===== config.mk =====
export PLATFORM = sky130hd
export DESIGN_NAME = esarc_ctrl
export DESIGN_NICKNAME = d
export VERILOG_FILES = /design/src/esarc_pkg.sv /design/src/esarc_ctrl.sv
export SDC_FILE = /design/constraint.sdc
export NUM_CORES = 1
export LEC_CHECK = 0
export ABC_AREA = 0
export BUFFER_PORTS_ARGS = -buffer_cell sky130_fd_sc_hd__buf_4
export CORE_MARGIN = 3
export CORE_UTILIZATION = 41
export DETAILED_ROUTE_END_ITERATION = 7
export GPL_TIMING_DRIVEN = 1
export PLACE_DENSITY = 0.67
export SLEW_MARGIN = 20
export SYNTH_ARGS = -nofsm -noshare
export SYNTH_HDL_FRONTEND = slang
export SYNTH_HIERARCHICAL = 1
export SYNTH_SLANG_ARGS = --single-unit

===== constraint.sdc =====
create_clock -name ref_clk -period 2.26 [get_ports ref_clk]
set_clock_uncertainty 0.05 [all_clocks]
set_input_delay 0.113 -clock ref_clk [delete_from_list [all_inputs] [get_ports ref_clk]]
set_output_delay 0.113 -clock ref_clk [all_outputs]
set_load 0.02 [all_outputs]

===== src/esarc_pkg.sv =====
// Summary of operation
// - Receive align bit rising edge brings receive store pointers to half-frame separation.
// - Transmit align bit rising edge brings transmit store pointers to half-frame separation.
// - Align with separation already half a frame or more leaves pointers alone.
// - Align with separation under half a frame repositions pointers; data may break.
// - Five-bit channel select picks the receive channel copied to the monitor register.
// - Source select zero: formatter runs from the line clock pin, fallback stays active.
// - Source select one: formatter runs from the recovered receive clock.
// - Receive store reset bit rising edge forces receive store depth to one frame.
// - Receive data in the store during its reset is discarded.
// - Transmit store reset bit rising edge forces transmit store depth to one frame.
// - Transmit data in the store during its reset is discarded.
// - Fallback enabled and line clock stopped: formatter switches to recovered receive clock.
package esarc_pkg;
  // ****************************************************************
  // Register map
  // ****************************************************************
  localparam logic [7:0] ALIGN_MON_ADDR = 8'hAA;
  localparam logic [7:0] CLK_RST_ADDR = 8'h1D;
  localparam logic [7:0] ALIGN_MON_RESET = 8'h00;
  localparam logic [7:0] CLK_RST_RESET = 8'h00;
  localparam logic [7:0] ALIGN_MON_MASK = 8'h7F;
  localparam logic [7:0] CLK_RST_MASK = 8'h07;
  localparam int RX_ALIGN_BIT = 6;
  localparam int TX_ALIGN_BIT = 5;
  localparam int CHAN_SEL_MSB = 4;
  localparam int TX_CLK_SRC_BIT = 2;
  localparam int RX_RESET_BIT = 1;
  localparam int TX_RESET_BIT = 0;
  // ****************************************************************
  // Store geometry and timing
  // ****************************************************************
  localparam int PTR_W = 6;
  localparam logic [PTR_W-1:0] FRAME_BYTES = 6'h20;
  localparam logic [PTR_W-1:0] HALF_FRAME_BYTES = 6'h10;
  localparam int REF_CLK_MHZ = 25;
  localparam int LOSS_TIME_NS = 1000;
  localparam int LOSS_CYCLES = (LOSS_TIME_NS * REF_CLK_MHZ) / 1000;
  localparam int LOSS_CNT_W = 8;

  typedef struct packed {
    logic [PTR_W-1:0] wr_ptr;
    logic [PTR_W-1:0] rd_ptr;
  } esarc_ptrs_t;

  typedef struct packed {
    logic load;
    logic [PTR_W-1:0] rd_ptr;
    logic flush;
  } esarc_load_t;

  typedef struct packed {
    logic valid;
    logic [4:0] chan;
    logic [7:0] data;
  } esarc_chan_t;
endpackage


===== src/esarc_ctrl.sv =====
`timescale 1ns/1ps
// ****************************************************************
// Per-store command catcher and pointer loader
// ****************************************************************
module esarc_store_ctrl (
  input wire logic ref_clk,
  input wire logic rst_n,
  input wire logic align_bit,
  input wire logic reset_bit,
  input wire logic bp_clk,
  input wire esarc_pkg::esarc_ptrs_t ptrs,
  output esarc_pkg::esarc_load_t ld
);
  import esarc_pkg::*;
  // Command edge state, backplane sampling and the load register
  logic align_q_ff, reset_q_ff, pend_align_ff, pend_reset_ff;
  logic bp_s1_ff, bp_s2_ff, bp_s3_ff;
  logic bp_edge, align_edge, reset_edge, serve;
  logic [PTR_W-1:0] sep;
  esarc_load_t ld_ff;

  // Edge strobes and the serve slot
  assign bp_edge = bp_s2_ff & ~bp_s3_ff;
  assign align_edge = align_bit & ~align_q_ff;
  assign reset_edge = reset_bit & ~reset_q_ff;
  assign serve = bp_edge & (pend_align_ff | pend_reset_ff);
  // Pointer separation, modulo the store size
  assign sep = ptrs.wr_ptr - ptrs.rd_ptr;
  assign ld = ld_ff;

  // Backplane clock synchroniser, edge taken from the second stage
  always_ff @(posedge ref_clk or negedge rst_n) begin
    if (!rst_n) begin
      bp_s1_ff <= 1'b0;
      bp_s2_ff <= 1'b0;
      bp_s3_ff <= 1'b0;
    end else begin
      bp_s1_ff <= bp_clk;
      bp_s2_ff <= bp_s1_ff;
      bp_s3_ff <= bp_s2_ff;
    end
  end

  // Command edge detection, each edge held pending once; new edge beats serve
  always_ff @(posedge ref_clk or negedge rst_n) begin
    if (!rst_n) begin
      align_q_ff <= 1'b0;
      reset_q_ff <= 1'b0;
      pend_align_ff <= 1'b0;
      pend_reset_ff <= 1'b0;
    end else begin
      align_q_ff <= align_bit;
      reset_q_ff <= reset_bit;
      pend_align_ff <= align_edge | (pend_align_ff & ~serve);
      pend_reset_ff <= reset_edge | (pend_reset_ff & ~serve);
    end
  end

  // Pointer load on a backplane clock edge; reset outranks align
  always_ff @(posedge ref_clk or negedge rst_n) begin
    if (!rst_n) begin
      ld_ff <= '0;
    end else begin
      ld_ff <= '0;
      if (serve && pend_reset_ff) begin
        ld_ff.load <= 1'b1;
        ld_ff.rd_ptr <= ptrs.wr_ptr - FRAME_BYTES;
        ld_ff.flush <= 1'b1;
      end else if (serve && (sep < HALF_FRAME_BYTES)) begin
        ld_ff.load <= 1'b1;
        ld_ff.rd_ptr <= ptrs.wr_ptr - HALF_FRAME_BYTES;
      end
    end
  end
endmodule

// ****************************************************************
// Top: control registers, store commands, clock source, monitor
// ****************************************************************
module esarc_ctrl #(
  parameter int LOSS_LIMIT = esarc_pkg::LOSS_CYCLES
) (
  input wire logic ref_clk,
  input wire logic rst_n,
  input wire logic [7:0] bus_addr,
  input wire logic [7:0] bus_wdata,
  input wire logic bus_wr,
  input wire logic bus_rd,
  output logic [7:0] bus_rdata,
  input wire logic rx_backplane_clock,
  input wire logic tx_backplane_clock,
  input wire logic tx_line_clock,
  input wire logic tx_clock_loss_fallback,
  input wire esarc_pkg::esarc_ptrs_t rx_ptrs,
  input wire esarc_pkg::esarc_ptrs_t tx_ptrs,
  output esarc_pkg::esarc_load_t rx_load,
  output esarc_pkg::esarc_load_t tx_load,
  input wire esarc_pkg::esarc_chan_t rx_chan_in,
  output logic [7:0] rx_channel_monitor_reg,
  output logic tx_use_recovered_clk,
  output logic tx_line_clock_lost
);
  import esarc_pkg::*;
  // Control registers, read and monitor holding, pin samplers
  logic [7:0] store_align_and_rx_monitor_ctrl_ff;
  logic [7:0] tx_clock_and_store_reset_ctrl_ff;
  logic [7:0] rdata_ff, mon_ff;
  logic tc_s1_ff, tc_s2_ff, tc_s3_ff, lost_ff, use_rcv_ff;
  logic fb_s1_ff, fb_s2_ff;
  logic [LOSS_CNT_W-1:0] loss_cnt_ff;
  logic [4:0] chan_sel;

  // Channel select field and output drives
  assign chan_sel = store_align_and_rx_monitor_ctrl_ff[CHAN_SEL_MSB:0];
  assign bus_rdata = rdata_ff;
  assign rx_channel_monitor_reg = mon_ff;
  assign tx_use_recovered_clk = use_rcv_ff;
  assign tx_line_clock_lost = lost_ff;

  // Register writes; unassigned bits are held at zero
  always_ff @(posedge ref_clk or negedge rst_n) begin
    if (!rst_n) begin
      store_align_and_rx_monitor_ctrl_ff <= ALIGN_MON_RESET;
      tx_clock_and_store_reset_ctrl_ff <= CLK_RST_RESET;
    end else if (bus_wr) begin
      if (bus_addr == ALIGN_MON_ADDR) begin
        store_align_and_rx_monitor_ctrl_ff <= bus_wdata & ALIGN_MON_MASK;
      end
      if (bus_addr == CLK_RST_ADDR) begin
        tx_clock_and_store_reset_ctrl_ff <= bus_wdata & CLK_RST_MASK;
      end
    end
  end

  // Register reads; other addresses read zero
  always_ff @(posedge ref_clk or negedge rst_n) begin
    if (!rst_n) begin
      rdata_ff <= 8'h00;
    end else if (bus_rd) begin
      if (bus_addr == ALIGN_MON_ADDR) begin
        rdata_ff <= store_align_and_rx_monitor_ctrl_ff;
      end else if (bus_addr == CLK_RST_ADDR) begin
        rdata_ff <= tx_clock_and_store_reset_ctrl_ff;
      end else begin
        rdata_ff <= 8'h00;
      end
    end
  end

  // Receive channel monitor copy
  always_ff @(posedge ref_clk or negedge rst_n) begin
    if (!rst_n) begin
      mon_ff <= 8'h00;
    end else if (rx_chan_in.valid && (rx_chan_in.chan == chan_sel)) begin
      mon_ff <= rx_chan_in.data;
    end
  end

  // Line clock and fallback enable synchronisers
  always_ff @(posedge ref_clk or negedge rst_n) begin
    if (!rst_n) begin
      tc_s1_ff <= 1'b0;
      tc_s2_ff <= 1'b0;
      tc_s3_ff <= 1'b0;
      fb_s1_ff <= 1'b0;
      fb_s2_ff <= 1'b0;
    end else begin
      tc_s1_ff <= tx_line_clock;
      tc_s2_ff <= tc_s1_ff;
      tc_s3_ff <= tc_s2_ff;
      fb_s1_ff <= tx_clock_loss_fallback;
      fb_s2_ff <= fb_s1_ff;
    end
  end

  // Line clock loss watchdog: no edge for the loss time
  always_ff @(posedge ref_clk or negedge rst_n) begin
    if (!rst_n) begin
      loss_cnt_ff <= '0;
      lost_ff <= 1'b0;
    end else if (tc_s2_ff != tc_s3_ff) begin
      loss_cnt_ff <= '0;
      lost_ff <= 1'b0;
    end else if (loss_cnt_ff == LOSS_CNT_W'(LOSS_LIMIT)) begin
      lost_ff <= 1'b1;
    end else begin
      loss_cnt_ff <= loss_cnt_ff + 1'b1;
    end
  end

  // Formatter clock source choice
  always_ff @(posedge ref_clk or negedge rst_n) begin
    if (!rst_n) begin
      use_rcv_ff <= 1'b0;
    end else begin
      use_rcv_ff <= tx_clock_and_store_reset_ctrl_ff[TX_CLK_SRC_BIT]
                    | (fb_s2_ff & lost_ff);
    end
  end

  // Receive store command path, served on the receive backplane clock
  esarc_store_ctrl u_rx (
    .ref_clk(ref_clk),
    .rst_n(rst_n),
    .align_bit(store_align_and_rx_monitor_ctrl_ff[RX_ALIGN_BIT]),
    .reset_bit(tx_clock_and_store_reset_ctrl_ff[RX_RESET_BIT]),
    .bp_clk(rx_backplane_clock),
    .ptrs(rx_ptrs),
    .ld(rx_load)
  );

  // Transmit store command path, served on the transmit backplane clock
  esarc_store_ctrl u_tx (
    .ref_clk(ref_clk),
    .rst_n(rst_n),
    .align_bit(store_align_and_rx_monitor_ctrl_ff[TX_ALIGN_BIT]),
    .reset_bit(tx_clock_and_store_reset_ctrl_ff[TX_RESET_BIT]),
    .bp_clk(tx_backplane_clock),
    .ptrs(tx_ptrs),
    .ld(tx_load)
  );
endmodule


==> flow_summary.json <==
{
  "outcome": "complete, no violations",
  "overflow": 0,
  "ios": 96,
  "synth_top_family_by_area": "simple AND/OR/NAND/NOR gates",
  "synth-simple-area-share": 0.145,
  "swShare": 0.261,
  "dr.first_iter.drc_count": 56,
  "hpwlAfterDp_mm": 4.07,
  "grt_pass1_wl_mm": 10.4,
  "post_drt_wl_per_cell_microns": 12.5,
  "rsz0062_at_grt": "false",
  "synth_compound_gate_area_share": 0.0760,
  "synth_adder_area_share": 0.0418,
  "yosys.area_share.xor_xnor": 0.0409,
  "synth_nets": 313,
  "combPwrFrac": 0.179,
  "dp.cells": 426,
  "p_seq_frac": 0.509,
  "rows": 30,
  "drtPass1Iterations": 4,
  "gp_congestion": 0.804,
  "synth_cells": 241,
  "reg2reg_depth": 4,
  "pwr-share-clk": 0.312,
  "die_w_microns": 91.5,
  "cts_sinks": 70,
  "track_usage": 0.155,
  "synthFlopType": "dfrtp_1",
  "maxSlewViolCount": 0,
  "fin_crit_ns": 1.92,
  "finalHoldViolations": 0,
  "drc": 0,
  "critPathCaptureType": "flop",
  "criticalPathCategory": "in -> reg",
  "hold_path_class": "in -> reg",
  "p_leak_uw": 0.00213,
  "clk-insertion-delay-late_ns": 0.33,
  "max_cap_violations": 0,
  "reg2reg_from": "store_align_and_rx_monitor_ctrl_ff[2]",
  "synth_edf_count": 0,
  "ir_worst_vdd_uv": 334,
  "yosys_warnings": 6,
  "critPathArrivalTime_ns": 2.14,
  "grt_pass1_vias": 2327,
  "finalCritPeriodShare": 0.849,
  "antenna_found_initial": 0,
  "intPower_uw": 2040,
  "cts_buffers": 9,
  "die-area_sq_um": 8370,
  "antenna_left": 0,
  "fmax_mhz": 521,
  "coreArea_sq_um": 6940,
  "drive_gt1_frac": 0.357,
  "layout_commonest_cell": "buf_4",
  "clockBufferDepth": 2,
  "cts.clk_slew.worst_paths_ns": 0.07,
  "setup_viol_count_final": 0,
  "slew_headroom": 0.428,
  "initial_core_util": 0.431,
  "syn_area_per_cell_sq_um": 12.4,
  "crit_fanout": 5,
  "hold_start": "bus_rd",
  "post_cts_buffers": 0,
  "mostFrequentLayoutCells": "buf_4 (93), dfrtp_1 (70), dlygate4sd3_1 (32)",
  "htree_num_levels": 3,
  "root_buffer": "clkbuf_8",
  "num_vias": 2187,
  "netlist_area_sq_um": 3000,
  "fin_setup_tns_ns": 0,
  "yosysSeqAreaShare": 0.585,
  "power.switching_uw": 719,
  "fin_cells": 474,
  "r2r-end": "rx_channel_monitor_reg[5]",
  "ys_ff_latch": 70,
  "n_antenna_cell": 0,
  "portBuffers": 93,
  "hold-path-endpoint": "bus_rdata[0]",
  "syn_to_final_growth_pct": 42.6,
  "wl_mm": 5.91,
  "p_per_area_nw_per_um2": 646,
  "whs_path_depth": 2,
  "worst_pin_slew_ns": 0.858,
  "synth_mux_area_frac": 0.0764,
  "cts_tree": "done",
  "vias_per_cell": 4.61,
  "cp.required_ns": 2.48,
  "start_kind": "input port",
  "synthArstFlopShare": 1.00,
  "r2r_setup_slack_ns": 0.46,
  "grt_max_degree": 71,
  "ys_types": 44,
  "final_nets": 445,
  "die_y_microns": 91.5
}
critical path, cell delays in order:
cell,delay (ns)
dlygate4sd3_1,0.54
buf_4,0.14
ha_1,0.26
a2111o_1,0.38
a211o_1,0.27
a21oi_2,0.16
or2_4,0.16
and2_1,0.12
cells by family after synthesis:
| kind of cell | Yosys count |
|---|---|
| AO/OA/AOI/OAI | 37 |
| XOR/XNOR | 14 |
| adder cells (fa/ha/maj) | 10 |
| buffers and inverters | 23 |
| flip-flops | 70 |
| multiplexers | 18 |
| other | 1 |
| AND/OR/NAND/NOR | 68 |
stage by stage:
step / total power (uW) / worst slack [ns] / hold slack [ns] / cell area [sq um] / util
CTS: 2800 / 0.345 / 0.00118 / 4270 / 0.615
finish: 2760 / 0.342 / 0.0218 / 4270 / 0.615
floorplan: 1640 / 0.689 / -0.233 / 3000 / -
global route: 2930 / 0.242 / 0.0148 / 4270 / 0.615
global placement: 1870 / 0.442 / 0.173 / 3780 / 0.545
detailed placement: 1880 / 0.417 / 0.173 / 3780 / 0.545
cell type report:
class                           count  area (sq um)
Fill cell                         571          2670
Sequential cell                    70          1750
Multi-Input combinational cell    148          1140
Tap cell                           96           120
Clock inverter                      4          22.5
Timing Repair Buffer              125          1020
Inverter                           19          71.3
Clock buffer                       12           145
synth_stat cells (2+ instances only):
| master | n | area (sq um) |
|---|---|---|
| a2111o_1 | 2 | 22.5 |
| a211o_1 | 2 | 17.5 |
| a21oi_1 | 8 | 40.0 |
| a21oi_2 | 2 | 17.5 |
| a22oi_1 | 3 | 22.5 |
| and2_1 | 8 | 50.1 |
| and2_2 | 2 | 15.0 |
| and3_1 | 2 | 12.5 |
| buf_4 | 2 | 15.0 |
| dfrtp_1 | 70 | 1750 |
| ha_1 | 10 | 125 |
| inv_1 | 19 | 71.3 |
| mux2_1 | 3 | 33.8 |
| mux2_2 | 8 | 90.1 |
| mux2_4 | 7 | 105 |
| nand2_1 | 10 | 37.5 |
| nand2b_1 | 7 | 43.8 |
| nand2b_2 | 2 | 17.5 |
| nand3_1 | 7 | 35.0 |
| nand4_1 | 2 | 12.5 |
| nand4b_1 | 2 | 17.5 |
| nor2_1 | 9 | 33.8 |
| nor2b_1 | 3 | 18.8 |
| nor4_1 | 2 | 12.5 |
| o21ai_0 | 14 | 70.1 |
| o21ai_1 | 2 | 10.0 |
| o22ai_1 | 2 | 12.5 |
| or2_4 | 2 | 17.5 |
| or3_1 | 2 | 12.5 |
| xnor2_1 | 4 | 35.0 |
| xor2_1 | 10 | 87.6 |
timing repair:
action,4_1_cts,5_1_grt
hold endpoints to repair,104,0
gates resized for setup,0,0
setup endpoints to repair,0,0
hold buffers,32,0
power by group through the flow:
stage	clock (uW)	combinational, uW	sequential [uW]
floorplan	0	155	1490
global placement	0	447	1420
detailed placement	0	455	1430
CTS	899	501	1400
global route	962	546	1420
finish	862	493	1400
layer usage:
metal	up-vias	GRT usage	wire, microns
met4	0	0.0791	125
met1	1014	0.187	2390
met5	-	0	0
met2	78	0.257	2950
li1	1084	-	-
met3	11	0.0365	444
worst max-delay path by stage:
stage                                                startpoint                        end  slack (ns)  cells past startpoint
final                                                rx_ptrs[7]                 u_rx/ld[3]        0.34                      8
after global routing                                 rx_ptrs[7]                 u_rx/ld[3]        0.24                      8
after CTS                                            rx_ptrs[7]                 u_rx/ld[3]        0.35                      8
after detailed placement  store_align_and_rx_monitor_ctrl_ff[2]  rx_channel_monitor_reg[1]        0.42                      4
after global placement    store_align_and_rx_monitor_ctrl_ff[2]  rx_channel_monitor_reg[6]        0.44                      4
after floorplan           store_align_and_rx_monitor_ctrl_ff[2]  rx_channel_monitor_reg[0]        0.69                      5
(Power assumes the default switching activity.)
